===== src/hw/ebc_defs.vh =====
// Purpose: Shared constants for the external bus control block.
// Assumes: Core clock of 40 MHz; all counts in core clock cycles.
// Notes:   Definitions only.
`ifndef EBC_DEFS_VH
`define EBC_DEFS_VH

// =============================================================
// Arbitration and cycle states
// =============================================================
`define EBC_ST_IDLE 3'h0
`define EBC_ST_WAITBB 3'h1
`define EBC_ST_OWN 3'h2
`define EBC_ST_WAIT 3'h3
`define EBC_ST_ACK 3'h4
`define EBC_ST_DONE 3'h5

// =============================================================
// Widths and reset values
// =============================================================
`define EBC_ATTR_W 4
`define EBC_WS_W 4
`define EBC_ATTR_IDLE 4'h0
`define EBC_WS_ZERO 4'h0
`define EBC_WS_ONE 4'h1

`endif


===== src/hw/ebc_sync2.v =====
// Purpose: Two-stage synchroniser for one level into the core clock.
// Assumes: Input may change at any time relative to clk.
// Notes:   The first stage feeds only the second stage.
`default_nettype none

module ebc_sync2 #(
    parameter RESET_VAL = 1'b1
) (
    input wire clk,
    input wire sys_rst,
    input wire din,
    output wire dout
);

    reg stage1;
    reg stage2;

    // =============================================================
    // Synchroniser chain
    // =============================================================
    // Two flops give a metastable first stage a full cycle to settle.
    always @(posedge clk or posedge sys_rst) begin
        if (sys_rst) begin
            stage1 <= RESET_VAL;
            stage2 <= RESET_VAL;
        end else begin
            stage1 <= din;
            stage2 <= stage1;
        end
    end

    assign dout = stage2;

endmodule

`default_nettype wire


===== src/hw/ebc_bus_control.v =====
// Purpose: Control side of an external memory expansion port.
// Assumes: All inputs synchronous to clk except the transfer acknowledge,
//          which may be synchronised here on request.
// Notes:   Two-way pins are split into input, output and output enable.
`default_nettype none
`include "ebc_defs.vh"

// Summary of operation
// - By default at most one attribute line is asserted at a time.
// - Priority disable drives the four attribute lines as an encoded code.
// - In row strobe mode, lines are tri-statable with programmable polarity.
// - Read strobe asserted low only while owning the bus, else released.
// - Write strobe asserted low only while owning the bus, else released.
// - Acknowledge ignored when not owner or no external cycle running.
// - Held-off acknowledge stretches a non-DRAM cycle with waits by any number of waits.
// - Cycle ends one clock after acknowledge is seen asserted.
// - Non-DRAM cycle with waits lasts the longer of programmed waits and acknowledge demand.
// - Acknowledge sampled synchronously or asynchronously by select input.
// - Bus request asserted while the bus is needed, dropped otherwise.
// - Bus request independent of ownership; may drop while parked.
// - Request hold keeps bus request asserted without pending access.
// - Bus request raised only for external, never internal, accesses.
// - Reset deasserts bus request and returns arbitration to non-owner.
// - Standby drops request if hold clear, keeps last level if set.
// - After grant, wait for bus busy released before taking ownership.
// - Owner may keep bus busy asserted after activity ends (parking).
// - Standby gives up ownership and releases strobes and busy.
module ebc_bus_control #(
    parameter ATTR_W = `EBC_ATTR_W,
    parameter WS_W = `EBC_WS_W
) (
    input wire clk,
    input wire sys_rst,
    // Core side access request.
    input wire accReq,
    input wire accExternal,
    input wire accWrite,
    input wire [ATTR_W-1:0] accAttr,
    input wire accDram,
    output wire accDone,
    output wire busOwner,
    // Configuration bits.
    input wire attrPriorityDisable,
    input wire rowStrobeMode,
    input wire [ATTR_W-1:0] rowStrobeActiveHigh,
    input wire ackSyncSelect,
    input wire requestHold,
    input wire parkEnable,
    input wire [WS_W-1:0] waitStates,
    input wire standby,
    // Pins.
    output reg [ATTR_W-1:0] addressAttributeOut,
    output reg addressAttributeOe,
    output reg readStrobe_n,
    output reg writeStrobe_n,
    output reg strobeOe,
    input wire transferAck_n,
    output reg busRequest_n,
    input wire busGrant_n,
    input wire busBusyIn_n,
    output reg busBusyOut_n,
    output reg busBusyOe
);

    reg [2:0] state;
    reg [2:0] next_state;
    reg [WS_W-1:0] waitCnt;
    reg [WS_W-1:0] next_waitCnt;
    reg cycWrite;
    reg [ATTR_W-1:0] cycAttr;
    reg cycDram;
    reg [ATTR_W-1:0] attrDrive;
    reg [ATTR_W-1:0] attrOneHot;
    reg next_busRequest_n;
    reg busBusyRelease;
    wire ackSynced_n;
    wire ackSeen;
    wire ownsBus;
    wire inCycle;
    wire extNeed;
    integer i;

    // =============================================================
    // Acknowledge sampling
    // =============================================================
    // Asynchronous acknowledge goes through two flops first.
    ebc_sync2 #(
        .RESET_VAL(1'b1)
    ) uAckSync (
        .clk(clk),
        .sys_rst(sys_rst),
        .din(transferAck_n),
        .dout(ackSynced_n)
    );

    // Select between direct and synchronised acknowledge.
    assign ackSeen = ackSyncSelect ? ~transferAck_n : ~ackSynced_n;

    // =============================================================
    // Ownership and request
    // =============================================================
    assign ownsBus = (state == `EBC_ST_OWN) || (state == `EBC_ST_WAIT) ||
                     (state == `EBC_ST_ACK) || (state == `EBC_ST_DONE);
    assign inCycle = (state == `EBC_ST_WAIT) || (state == `EBC_ST_ACK);
    assign extNeed = accReq & accExternal;
    assign busOwner = ownsBus;
    assign accDone = (state == `EBC_ST_DONE);

    // Next request level; active low, independent of ownership.
    always @* begin
        if (standby) begin
            if (requestHold) begin
                next_busRequest_n = busRequest_n;
            end else begin
                next_busRequest_n = 1'b1;
            end
        end else if (requestHold) begin
            next_busRequest_n = 1'b0;
        end else if (extNeed && (state != `EBC_ST_DONE)) begin
            next_busRequest_n = 1'b0;
        end else begin
            next_busRequest_n = 1'b1;
        end
    end

    // =============================================================
    // Arbitration and cycle state machine
    // =============================================================
    always @* begin
        next_state = state;
        next_waitCnt = waitCnt;
        case (state)
            `EBC_ST_IDLE: begin
                if (!standby && !busGrant_n) begin
                    next_state = `EBC_ST_WAITBB;
                end
            end
            `EBC_ST_WAITBB: begin
                if (standby || busGrant_n) begin
                    next_state = `EBC_ST_IDLE;
                end else if (busBusyIn_n) begin
                    next_state = `EBC_ST_OWN;
                end
            end
            `EBC_ST_OWN: begin
                if (standby) begin
                    next_state = `EBC_ST_IDLE;
                end else if (extNeed) begin
                    next_waitCnt = waitStates;
                    if (waitStates == `EBC_WS_ZERO) begin
                        next_state = `EBC_ST_DONE;
                    end else begin
                        next_state = `EBC_ST_WAIT;
                    end
                end else if (busGrant_n && !parkEnable) begin
                    next_state = `EBC_ST_IDLE;
                end else if (busGrant_n) begin
                    next_state = `EBC_ST_IDLE;
                end
            end
            `EBC_ST_WAIT: begin
                // Programmed minimum counts down before acknowledge counts.
                if (waitCnt > `EBC_WS_ONE) begin
                    next_waitCnt = waitCnt - `EBC_WS_ONE;
                end else begin
                    next_state = `EBC_ST_ACK;
                end
            end
            `EBC_ST_ACK: begin
                // Stretch non-DRAM cycles while acknowledge is held off; DRAM cycles end at once.
                if (ackSeen && !cycDram) begin
                    next_state = `EBC_ST_DONE;
                end else if (cycDram) begin
                    next_state = `EBC_ST_DONE;
                end else begin
                    next_state = `EBC_ST_ACK;
                end
            end
            `EBC_ST_DONE: begin
                if (standby || busGrant_n) begin
                    next_state = `EBC_ST_IDLE;
                end else begin
                    next_state = `EBC_ST_OWN;
                end
            end
            default: begin
                next_state = `EBC_ST_IDLE;
            end
        endcase
    end

    // State, counter and captured access attributes.
    always @(posedge clk or posedge sys_rst) begin
        if (sys_rst) begin
            state <= `EBC_ST_IDLE;
            waitCnt <= `EBC_WS_ZERO;
            cycWrite <= 1'b0;
            cycAttr <= `EBC_ATTR_IDLE;
            cycDram <= 1'b0;
            busRequest_n <= 1'b1;
        end else begin
            state <= next_state;
            waitCnt <= next_waitCnt;
            busRequest_n <= next_busRequest_n;
            if (state == `EBC_ST_OWN && extNeed && !standby) begin
                cycWrite <= accWrite;
                cycAttr <= accAttr;
                cycDram <= accDram;
            end
        end
    end

    // =============================================================
    // Attribute encoding
    // =============================================================
    // Lowest numbered requested line wins in priority mode.
    always @* begin
        attrOneHot = `EBC_ATTR_IDLE;
        for (i = ATTR_W - 1; i >= 0; i = i - 1) begin
            if (cycAttr[i]) begin
                attrOneHot = {ATTR_W{1'b0}};
                attrOneHot[i] = 1'b1;
            end
        end
        if (rowStrobeMode) begin
            // Row strobes take the captured pattern with set polarity.
            attrDrive = ~(cycAttr ^ rowStrobeActiveHigh);
        end else if (attrPriorityDisable) begin
            attrDrive = cycAttr;
        end else begin
            attrDrive = attrOneHot;
        end
    end

    // =============================================================
    // Pin drivers
    // =============================================================
    // Strobes and attributes are registered; released when not owner.
    always @(posedge clk or posedge sys_rst) begin
        if (sys_rst) begin
            addressAttributeOut <= `EBC_ATTR_IDLE;
            addressAttributeOe <= 1'b0;
            readStrobe_n <= 1'b1;
            writeStrobe_n <= 1'b1;
            strobeOe <= 1'b0;
            busBusyOut_n <= 1'b1;
            busBusyOe <= 1'b0;
            busBusyRelease <= 1'b0;
        end else begin
            addressAttributeOe <= (next_state != `EBC_ST_IDLE) &&
                                  (next_state != `EBC_ST_WAITBB);
            strobeOe <= (next_state != `EBC_ST_IDLE) &&
                        (next_state != `EBC_ST_WAITBB);
            if (inCycle || (state == `EBC_ST_OWN && next_state ==
                `EBC_ST_WAIT)) begin
                addressAttributeOut <= attrDrive;
            end
            // Active-low strobes only during an owned cycle.
            if (next_state == `EBC_ST_WAIT || next_state == `EBC_ST_ACK ||
                (next_state == `EBC_ST_DONE && state == `EBC_ST_OWN)) begin
                readStrobe_n <= (state == `EBC_ST_OWN) ? accWrite
                                                       : cycWrite;
                writeStrobe_n <= (state == `EBC_ST_OWN) ? ~accWrite
                                                        : ~cycWrite;
            end else begin
                readStrobe_n <= 1'b1;
                writeStrobe_n <= 1'b1;
            end
            // Busy driven while owning; one high cycle before release, except in standby where it is released at once.
            if (next_state != `EBC_ST_IDLE &&
                next_state != `EBC_ST_WAITBB) begin
                busBusyOut_n <= 1'b0;
                busBusyOe <= 1'b1;
                busBusyRelease <= 1'b1;
            end else if (busBusyRelease) begin
                busBusyOut_n <= 1'b1;
                busBusyOe <= ~standby;
                busBusyRelease <= 1'b0;
            end else begin
                busBusyOut_n <= 1'b1;
                busBusyOe <= 1'b0;
            end
        end
    end

    // Acknowledge outside a cycle has no path into the state machine.

endmodule

`default_nettype wire


===== config.mk =====
export PLATFORM = sky130hd
export DESIGN_NAME = ebc_bus_control
export DESIGN_NICKNAME = d
export VERILOG_FILES = /design/src/hw/ebc_sync2.v /design/src/hw/ebc_bus_control.v
export VERILOG_INCLUDE_DIRS = /design/src /design/src/hw
export SDC_FILE = /design/constraint.sdc
export NUM_CORES = 1
export LEC_CHECK = 0
export ABC_AREA = 1
export BUFFER_PORTS_ARGS = -buffer_cell sky130_fd_sc_hd__buf_4
export CAP_MARGIN = 20
export CORE_MARGIN = 5
export CORE_UTILIZATION = 30
export CTS_BUF_LIST = sky130_fd_sc_hd__clkbuf_4
export DETAILED_ROUTE_END_ITERATION = 10
export GPL_TIMING_DRIVEN = 0
export PLACE_DENSITY_LB_ADDON = 0.05
export SLEW_MARGIN = 20
export SYNTH_ARGS = -nofsm -noshare
export SYNTH_HDL_FRONTEND = slang
export SYNTH_SLANG_ARGS = --single-unit

===== constraint.sdc =====
create_clock -name clk -period 3.47 [get_ports clk]
set_input_delay 0.347 -clock clk [delete_from_list [all_inputs] [get_ports clk]]
set_output_delay 0.347 -clock clk [all_outputs]
set_load 0.01 [all_outputs]

Yosys cells after proc, flatten, opt, wreduce, memory -nomap -nowiden
Index checks and enable logic that the tools add are counted.
{"block": "word_totals", "register_bits": 26, "rom_bits": 0, "n_memories": 0, "in_bits": 27, "ramBits": 0, "output_inout_bits": 13, "latch_bits": 0}
{"block": "classes", "n_eq_ne": 14, "n_mul": 0, "div_mod_pow": 0, "shift": 0, "order_cmp": 1, "n_addsub": 1, "muxes": 36, "n_reduce_logical": 26, "bitwise_logic": 8}
{"op": "$mux W4", "count": 9}
{"op": "$mux W3", "count": 9}
{"op": "$pmux W3 S6", "count": 1}
{"op": "$mux W1", "count": 15}
{"op": "$eq A3 B3 Y1 const B", "count": 4}
{"op": "$eq A3 B2 Y1 const B", "count": 3}
{"op": "$logic_and A1 B1 Y1", "count": 9}
{"op": "$logic_or A1 B1 Y1", "count": 8}
{"op": "$pmux W4 S2", "count": 1}
{"op": "$ne A2 B2 Y1 const B", "count": 3}
{"op": "$not A1 Y1", "count": 5}
{"op": "$gt A4 B1 Y1 const B", "count": 1}
{"op": "$logic_not A1 Y1", "count": 4}
{"op": "$logic_not A4 Y1", "count": 1}
{"op": "$not A4 Y4", "count": 1}
{"op": "$reduce_and A4 Y1", "count": 1}
{"op": "$sub A4 B1 Y4 const B", "count": 1}
{"op": "$xor A4 B4 Y4", "count": 1}
{"op": "$eq A3 B1 Y1 const B", "count": 1}
{"op": "$logic_not A3 Y1", "count": 1}
{"op": "$ne A3 B1 Y1 const B", "count": 1}
{"op": "$ne A3 B3 Y1 const B", "count": 1}
{"op": "$reduce_bool A3 Y1", "count": 1}
{"op": "$mux W2", "count": 1}
{"op": "3 further kinds", "count": 3}

Depth between registers and ports, before layout
Gate-level depths: netlist (run 1).
{"block": "depth", "word_depth": 10, "depth_mapped": 12, "ltp_nobuf": 11}

Cells and area by module
A second synthesis (run 1) with hierarchy kept.
{"block": "unflattened", "hier_cells": 171, "hier_area_um2": 1406.3}
{"mod": "ebc_bus_control", "cells_each": 168, "n_inst": 1, "area_per_inst_um2": 1350.0, "seq_area_each_um2": 580.6}
{"mod": "ebc_sync2", "cells_each": 3, "n_inst": 1, "area_per_inst_um2": 56.3, "seq_area_each_um2": 52.6}

Least setup slack after synthesis (run 1)
OpenSTA, ideal clock, no wires.
{"block": "synth_timing", "path_type": "reg2reg", "start": "register waitCnt[0]", "end": "register addressAttributeOut[0]", "slack_ns": 1.996, "path_buffers": 0, "path_stages_with_launch": 11, "synth_period_minus_slack_ns": 1.474, "arrival_time_ns": 1.357, "setup_ns": 0.117, "cell_sequence": "dfrtp_1 -> inv_1 -> ha_1 -> o21ai_0 -> nand2_2 -> nand2_1 -> inv_2 -> nand2_4 -> nand3_4 -> nand3_1 -> nand2_1"}
{"block": "synth_between", "elab_chain_len": 6}
{"element": "from (decl)", "line": "ebc_bus_control.v:67", "text": "reg [WS_W-1:0] waitCnt;"}
{"element": "from (signal assigned)", "line": "ebc_bus_control.v:196", "text": "waitCnt <= `EBC_WS_ZERO;"}
{"element": "from (signal assigned)", "line": "ebc_bus_control.v:203", "text": "waitCnt <= next_waitCnt;"}
{"element": "$gt A4 B1 Y1 (no source line)"}
{"element": "$mux W3", "line": "ebc_bus_control.v:163", "text": "if (waitCnt > `EBC_WS_ONE) begin"}
{"element": "$pmux W3 S6", "line": "ebc_bus_control.v:132", "text": "case (state)"}
{"element": "via next_state[1]", "line": "ebc_bus_control.v:66", "text": "reg [2:0] next_state;"}
{"element": "$eq A3 B2 Y1 (no source line)"}
{"element": "$logic_and A1 B1 Y1 (no source line)"}
{"element": "$logic_or A1 B1 Y1", "line": "ebc_bus_control.v:254", "text": "if (inCycle || (state == `EBC_ST_OWN && next_state =="}
{"element": "to (signal assigned)", "line": "ebc_bus_control.v:241", "text": "addressAttributeOut <= `EBC_ATTR_IDLE;"}
{"element": "to (signal assigned)", "line": "ebc_bus_control.v:256", "text": "addressAttributeOut <= attrDrive;"}
{"element": "to (decl)", "line": "ebc_bus_control.v:52", "text": "output reg [ATTR_W-1:0] addressAttributeOut,"}
The timed path passes the listed nets, and every way through them passes these cells.
A chain may end at the register's enable or synchronous reset.

Final worst setup path (run 1)
{"block": "layout_timing", "start": "register waitCnt[0]", "end": "register addressAttributeOut[3]"}
Same word-level chain as after synthesis.

==> qor.csv, run 1 <==
stage,metric,value,unit
hold_path,class of the worst hold path,primary input to asynchronous set/reset pin,
clocking,H-tree depth reported by CTS,1,
critical_path,"Req. time, crit path",3740,ps
power_and_ir_drop,Psw,214,uW
layout,design area,1780,um^2
layout,Final #Nets,249,
power_and_ir_drop,Clk pwr share,0.194,
place,Port Buffer Count,38,
timing,Period minus WS final,1710,ps
layout,area grow syn2layout,27.3,%
synthesis,post-synthesis sequential area ratio,0.454,
power_and_ir_drop,Tot Pwr,701,uW
place,dpl cell area,1750,um^2
timing,Worst Max-Slew Pin Slew,906,ps
clocking,cts repair resizes,0,
floorplanning,DIE AREA,6110,um^2
floorplanning,Initial Util,0.314,
drt,drt first pass iters,4,
clocking,Root Driver,clkbuf_4,
drt,Vias/cell,4.60,
power_and_ir_drop,Leak,0.954,nW
drt,Routed WL,3160,um
timing,Fin. Hold Viols,0,
global_routing,first-pass GRT wire length,5510,um
clocking,"Setup Fix Bufs, Post-CTS",0,
clocking,Sink Count,25,
global_routing,total gr overflow,0,
floorplanning,Placement Rows,24,
clocking,CTS tree,built,
place,Post-DP HPWL,2550,um
timing,RSZ-0062 raised after global routing,false,
status,status,completed,
clocking,clock latency on the worst-skew pair,310,ps
critical_path,startpoint type of the worst setup path,register,
drt,DRT antenna net count,0,
layout,layout cells sized above 1,0.315,
synthesis,Mapped Cells,177,
synthesis,unique cell type count in the Yosys netlist,28,
floorplanning,core box area,4440,um^2
power_and_ir_drop,Comb power frac,0.274,
power_and_ir_drop,Seq pwr share,0.532,
synthesis,syn nets,206,
drt,DRC,0,
power_and_ir_drop,VDD IR max,0.000273,V
critical_path,cell repeated most along the worst path,nand2_1,
power_and_ir_drop,PwrDens,395,nW/um^2
critical_path,Worst Path Arrival,1980,ps
critical_path,CP endpoint kind,register,
synthesis,Yosys warning count,0,
layout,Ant. Diodes,0,
timing,final clock skew,5.50,ps
timing,max frequency,583,MHz
critical_path,CP max FO,5,
global_routing,vias in the first global route,1263,
critical_path,crit path kind,register to register,
layout,"commonest non-fill, non-tap cell in the layout",nand2_1,
place,routability congestion estimate from global placement,0.772,
floorplanning,Die Y,78.2,um
timing,max_slew headroom,0.392,
synthesis,Post-Syn Area,1400,um^2
timing,Setup TNS,0,ps
critical_path,Crit path buffers/inverters,2,
power_and_ir_drop,cell internal pwr,487,uW
timing,Tcrit/Tclk final,0.494,
synthesis,"Avg Cell Area, Syn",7.88,um^2
floorplanning,I/O pin cnt,40,
global_routing,largest net degree at the start of global routing,26,
layout,most frequent cells in the layout,"nand2_1 (59), buf_4 (39), inv_1 (21)",
drt,Vias,1247,
critical_path,slowest CP cell,dfrtp_1,
clocking,clk slew on worst S/H paths,130,ps
critical_path,cell family with most CP delay,simple AND/OR/NAND/NOR gates,
timing,endpoints failing setup,0,
global_routing,GRT Total Usage,0.109,
drt,1st-iter DRT viols,32,
critical_path,crit path cell chain,inv_1 > ha_1 > o21ai_0 > nand2_2 > nand2_1 > inv_2 > nand2_4 > nand3_4 > nand2_4 > nand2_1 > nand2_1,
timing,Max Transition Viols Final,0,
drt,wire per inst,11.7,um
timing,Hold Worst Slack,99.7,ps
global_routing,initial antenna violation count,0,
power_and_ir_drop,sw frac,0.305,
critical_path,max incr delay on CP,400,ps
floorplanning,DIE WIDTH,78.2,um
run,max-capacitance violation count,0,
clocking,cts hold-fix bufs,0,
synthesis,"flops & latches, synth",25,
clocking,clk buf depth,2,
clocking,CTS buffer count,3,
layout,"Core Util, Final",0.399,
## cells by family after synthesis
| family | synth area share |
|---|---|
| flip-flops | 0.454 |
| AO/OA/AOI/OAI | 0.0933 |
| buffers and inverters | 0.0861 |
| adder cells (fa/ha/maj) | 0.0179 |
| AND/OR/NAND/NOR | 0.336 |
| XOR/XNOR | 0.0126 |
## metal layers
metal / up-vias / part of all wire / global-route usage
li1: 640 / - / -
met1: 581 / 0.45 / 0.129
met2: 24 / 0.49 / 0.194
met3: 2 / 0.052 / 0.0343
met4: 0 / 0.0044 / 0.0245
met5: - / 0 / 0
## stage by stage
| stage | setup slack [ps] | cells |
|---|---|---|
| floorplan | 2000 | 177 |
| global placement | 1790 | 267 |
| detailed placement | 1770 | 267 |
| CTS | 1730 | 271 |
| global route | 1540 | 271 |
| finish | 1760 | 271 |
## Yosys cell counts
cell,number,area share
a21oi_1,1,0.0036
buf_4,1,0.0054
buf_6,1,0.0081
dfrtp_1,19,0.34
dfstp_2,6,0.11
ha_1,2,0.018
inv_1,22,0.059
inv_2,5,0.013
nand2_1,59,0.16
nand2_2,3,0.013
nand2_4,3,0.024
nand3_1,12,0.043
nand3_2,1,0.0072
nand3_4,1,0.013
nand4_4,1,0.015
nor2_1,9,0.024
nor2_2,2,0.0090
nor2_4,2,0.016
nor3_1,1,0.0036
o211ai_1,2,0.011
o21ai_0,16,0.057
o22ai_1,1,0.0045
o31ai_1,2,0.011
o41ai_1,1,0.0063
or2_1,1,0.0045
or2_2,1,0.0045
xnor2_1,1,0.0063
xor2_1,1,0.0063
## path summary, 6_finish.rpt
kind | from | depth (start not counted) | slack (ps) | end
worst min-delay path | sys_rst | 2 | 100 | addressAttributeOut[2]
worst max-delay path | waitCnt[0] | 11 | 1760 | addressAttributeOut[3]
worst min register to register | uAckSync.stage1 | 0 | 370 | uAckSync.dout
min in group clk | transferAck_n | 1 | 130 | uAckSync.stage1
worst max register to register | waitCnt[0] | 11 | 1760 | addressAttributeOut[3]
max in group asynchronous | sys_rst | 2 | 2940 | state[0]
## sequential cells by signal, summed over array words and instances, names as in the netlist
| register | count |
|---|---|
| busBusyOe | 1 |
| uAckSync.dout | 1 |
| readStrobe_n | 1 |
| busRequest_n | 1 |
| state | 3 |
| busBusyOut_n | 1 |
| cycAttr | 4 |
| addressAttributeOut | 4 |
| uAckSync.stage1 | 1 |
| cycDram | 1 |
| busBusyRelease | 1 |
| waitCnt | 4 |
| cycWrite | 1 |
| writeStrobe_n | 1 |
## layout make-up
class / instances / area (um^2)
Multi-Input combinational cell: 123 / 642
Sequential cell: 25 / 633
Tap cell: 52 / 65.1
Clock buffer: 4 / 30.0
Timing Repair Buffer: 38 / 285
Fill cell: 478 / 2670
Buffer: 2 / 18.8
Inverter: 27 / 101
## worst reg2reg max path, delay by kind of cell, from the launching register on
family                   cells  cell delay [ps]
flip-flops                   1              400
AO/OA/AOI/OAI                1              300
adder cells (fa/ha/maj)      1              220
buffers and inverters        2              120
AND/OR/NAND/NOR              7              620
## power groups by stage
stage | Clock (mW) | Combinational [mW] | Sequential (mW)
finish | 0.136 | 0.192 | 0.373
global placement | 0 | 0.194 | 0.377
floorplan | 0 | 0.106 | 0.383
detailed placement | 0 | 0.195 | 0.380
CTS | 0.152 | 0.196 | 0.374
global route | 0.161 | 0.220 | 0.381
Note: power is estimated with default switching activity, not from simulation.
==> run 2: changes to the inputs <==
ABC_AREA = 0   (was 1)
clock period = 1.7 ns   (was 3.47 ns; I/O delays follow)
==> qor.csv, run 2 <==
stage,metric,value,unit,change
floorplanning,Placement Rows,26,,+8.3%
synthesis,asr flop ratio synth,1.00,,unchanged
status,failing checks,negative setup slack,,
floorplanning,I/O pin cnt,40,,unchanged
floorplanning,Die Y,82.4,um,+5.3%
drt,DR top layer,met4,,
drt,DRC,0,,unchanged
drt,1st-iter DRT viols,110,,+240%
clocking,CTS tree,built,,
clocking,H-tree depth reported by CTS,1,,unchanged
global_routing,total gr overflow,0,,unchanged
synthesis,Synth area leader,dfrtp_1,,
layout,Ant. Diodes,0,,unchanged
drt,wire per inst,15.2,um,+31%
timing,Worst Max-Slew Pin Slew,566,ps,-340 ps
layout,"Core Util, Final",0.445,,+0.0454
power_and_ir_drop,PwrDens,917,nW/um^2,+130%
timing,endpoints failing setup,17,,+17
power_and_ir_drop,VDD IR max,0.000414,V,+52%
drt,DRT antenna net count,0,,unchanged
drt,metal3 WL,253,um,+54%
global_routing,GRT Total Usage,0.143,,+0.0339
timing,Period minus WS final,1930,ps,+220 ps
critical_path,startpoint type of the worst setup path,register,,
synthesis,"Avg Cell Area, Syn",9.47,um^2,+20%
timing,max_slew headroom,0.622,,+0.230
critical_path,RR Startpoint,state[0],,
synthesis,unique cell type count in the Yosys netlist,61,,+120%
status,status,"finished, violations left",,
drt,Vias,1511,,+21%
synthesis,Yosys warning count,0,,unchanged
timing,Tcrit/Tclk final,1.14,,+0.644
critical_path,CP endpoint kind,register,,
timing,Max Transition Viols Final,0,,unchanged
critical_path,"reg-to-reg slack, setup",-230,ps,-1990 ps
timing,PnR worst setup slack,-234,ps,-1990 ps
hold_path,class of the worst hold path,primary input to register,,
drt,metal2 WL,2040,um,+30%
place,Port Buffer Count,38,,unchanged
global_routing,largest net degree at the start of global routing,26,,unchanged
critical_path,crit path cell chain,or4b_4 > o311ai_4 > buf_4 > a21oi_1 > o211a_1,,
floorplanning,DIE WIDTH,82.4,um,+5.3%
power_and_ir_drop,Leak,1.01,nW,+6.3%
layout,area grow syn2layout,44.6,%,
critical_path,max incr delay on CP,570,ps,+170 ps
floorplanning,core box area,5110,um^2,+15%
synthesis,top post-synthesis cells by count,"dfrtp_1 (19), nand2_1 (19), nor2_1 (14)",,
clocking,clk buf depth,2,,unchanged
critical_path,crit path kind,register to register,,
timing,Fin. Hold Viols,0,,unchanged
critical_path,Critical R2R Capture,addressAttributeOut[3],,
floorplanning,DIE AREA,6790,um^2,+11%
synthesis,post-synthesis sequential area ratio,0.403,,-0.0509
global_routing,initial antenna violation count,0,,unchanged
synthesis,syn nets,195,,-5.3%
layout,"commonest non-fill, non-tap cell in the layout",buf_4,,
place,routability congestion estimate from global placement,0.780,,+1.1%
critical_path,Worst Path Arrival,2160,ps,+180 ps
timing,RSZ-0062 raised after global routing,true,,
synthesis,Post-synth EDFFs,0,,unchanged
synthesis,share of the synthesized area in the top cell type,0.303,,-0.0383
timing,max frequency,517,MHz,-11%
synthesis,Post-Syn Area,1570,um^2,+13%
critical_path,"Req. time, crit path",1930,ps,-1810 ps
drt,drt first pass iters,5,,+1
clocking,clk slew on worst S/H paths,160,ps,+30 ps
place,dpl cell area,1980,um^2,+13%
hold_path,Worst Hold Path EP,cycAttr[1],,
clocking,clock latency on the worst-skew pair,330,ps,+20 ps
clocking,Sink Count,25,,unchanged
layout,largest registers,"addressAttributeOut x4, cycAttr x4, waitCnt x4",,
layout,design area,2270,um^2,+28%
floorplanning,Initial Util,0.308,,-0.00622
critical_path,CP max FO,5,,unchanged
drt,Routed WL,4510,um,+43%
hold_path,hold path start,accAttr[1],,
run,max-capacitance violation count,0,,unchanged
timing,Hold Worst Slack,25.6,ps,-74.1 ps
place,Post-DP HPWL,3230,um,+27%
clocking,Root Driver,clkbuf_4,,
synthesis,largest cells by area after synthesis,"dfrtp_1 (30%), dfstp_2 (10%), nand2_1 (4.5%), nor2_1 (3.3%), o21ai_0 (2.9%)",,
layout,layout cells sized above 1,0.460,,+0.145
synthesis,Mapped Cells,166,,-6.2%
synthesis,Main synth FF type,dfrtp_1,,
critical_path,R2R depth,5,,-6
clocking,CTS buffer count,3,,unchanged
global_routing,first-pass GRT wire length,7440,um,+35%
critical_path,slowest CP cell,or4b_4,,
layout,most frequent cells in the layout,"buf_4 (54), nand2_1 (19), dfrtp_1 (17)",,
synthesis,"flops & latches, synth",25,,unchanged
drt,met1 WL,2170,um,+53%
layout,Fillers,525,,+9.8%
hold_path,Hold Path Stages,3,,
timing,final clock skew,15.0,ps,+9.49 ps
layout,Final #Nets,256,,+2.8%
drt,Vias/cell,5.10,,+11%
global_routing,vias in the first global route,1536,,+22%
==> run 2: cell types whose count changed after synthesis, sizes merged, moves of 3 or more <==
cell    before  now
buf          2    6
nand3       14    3
nor2b        0    4
nand2       65   19
nand2b       0    4
inv         27    9
a21oi        1    8
o21ai       16    9
nor2        13   16
nor3         1    8
==> run 2: how the worst max path moves through the flow <==
stage	from	endpoint	slack (ps)	cells past startpoint
2_1_floorplan	waitCnt[0]	addressAttributeOut[3]	-60	7
3_3_place_gp	state[0]	writeStrobe_n	-520	6
3_5_place_dp	state[0]	writeStrobe_n	-450	6
4_1_cts	waitCnt[0]	addressAttributeOut[3]	-210	8
5_1_grt	waitCnt[0]	addressAttributeOut[3]	-280	8
6_report	state[0]	addressAttributeOut[3]	-230	5
==> run 2: critical path, delay by kind of cell, from the launching register on <==
kind	cells	cell delay (ps)
DFF	1	480
and+or+nand+nor	1	570
AOI/OAI and AO/OA	3	570
buffers and inverters	1	220
==> run 2: per-layer routing <==
| metal | vias to the layer above | global-route usage |
|---|---|---|
| met1 | 727 | 0.198 |
| met5 | - | 0 |
| met4 | 0 | 0.0465 |
| met3 | 4 | 0.0293 |
| met2 | 42 | 0.223 |
| li1 | 738 | - |
==> run 2: through the flow <==
| stage | worst slack [ps] | cells | TNS [ps] | power, mW |
|---|---|---|---|---|
| after floorplan | -61.7 | 166 | -142 | 1.35 |
| final | -234 | 296 | -2030 | 2.08 |
| after global placement | -518 | 274 | -2910 | 1.58 |
| after global routing | -279 | 296 | -3050 | 2.23 |
| after detailed placement | -451 | 274 | -2920 | 1.60 |
| after CTS | -205 | 288 | -1240 | 2.02 |
==> run 2: layout make-up <==
class	count	area, um^2	area share
multi-input cells	126	990	0.436
flip-flops and latches	25	636	0.280
repair buffers	56	435	0.192
well taps	70	87.6	0.0385
plain buffers	6	60.1	0.0264
inverters	9	33.8	0.0149
clock buffers	3	22.5	0.00991
clock inverters	1	7.51	0.00330
==> run 2: report_power, final <==
part           internal, mW  switching (mW)
clock network        0.0900           0.200
logic                 0.490           0.458
registers             0.719           0.126
total                  1.30           0.785
==> run 2: cell families (layout without fill, tap and decap cells) <==
group / after synthesis / in the layout / synth area share
buffers and inverters: 15 / 75 / 0.0478
flip-flops: 25 / 25 / 0.403
AND/OR/NAND/NOR: 69 / 69 / 0.239
multiplexers: 2 / 2 / 0.0135
adder cells (fa/ha/maj): 2 / 2 / 0.0159
XOR/XNOR: 3 / 3 / 0.0167
AO/OA/AOI/OAI: 50 / 50 / 0.264
==> run 2: timing repair <==
action / 4_1_cts / 5_1_grt
endpoints found under the hold margin: 2 / 19
endpoints found under the setup margin: 14 / 16
pin swaps: 9 / 9
hold buffers: 2 / 1
buffers inserted: 7 / 7
gates cloned: 1 / 0
gates resized for setup: 23 / 12
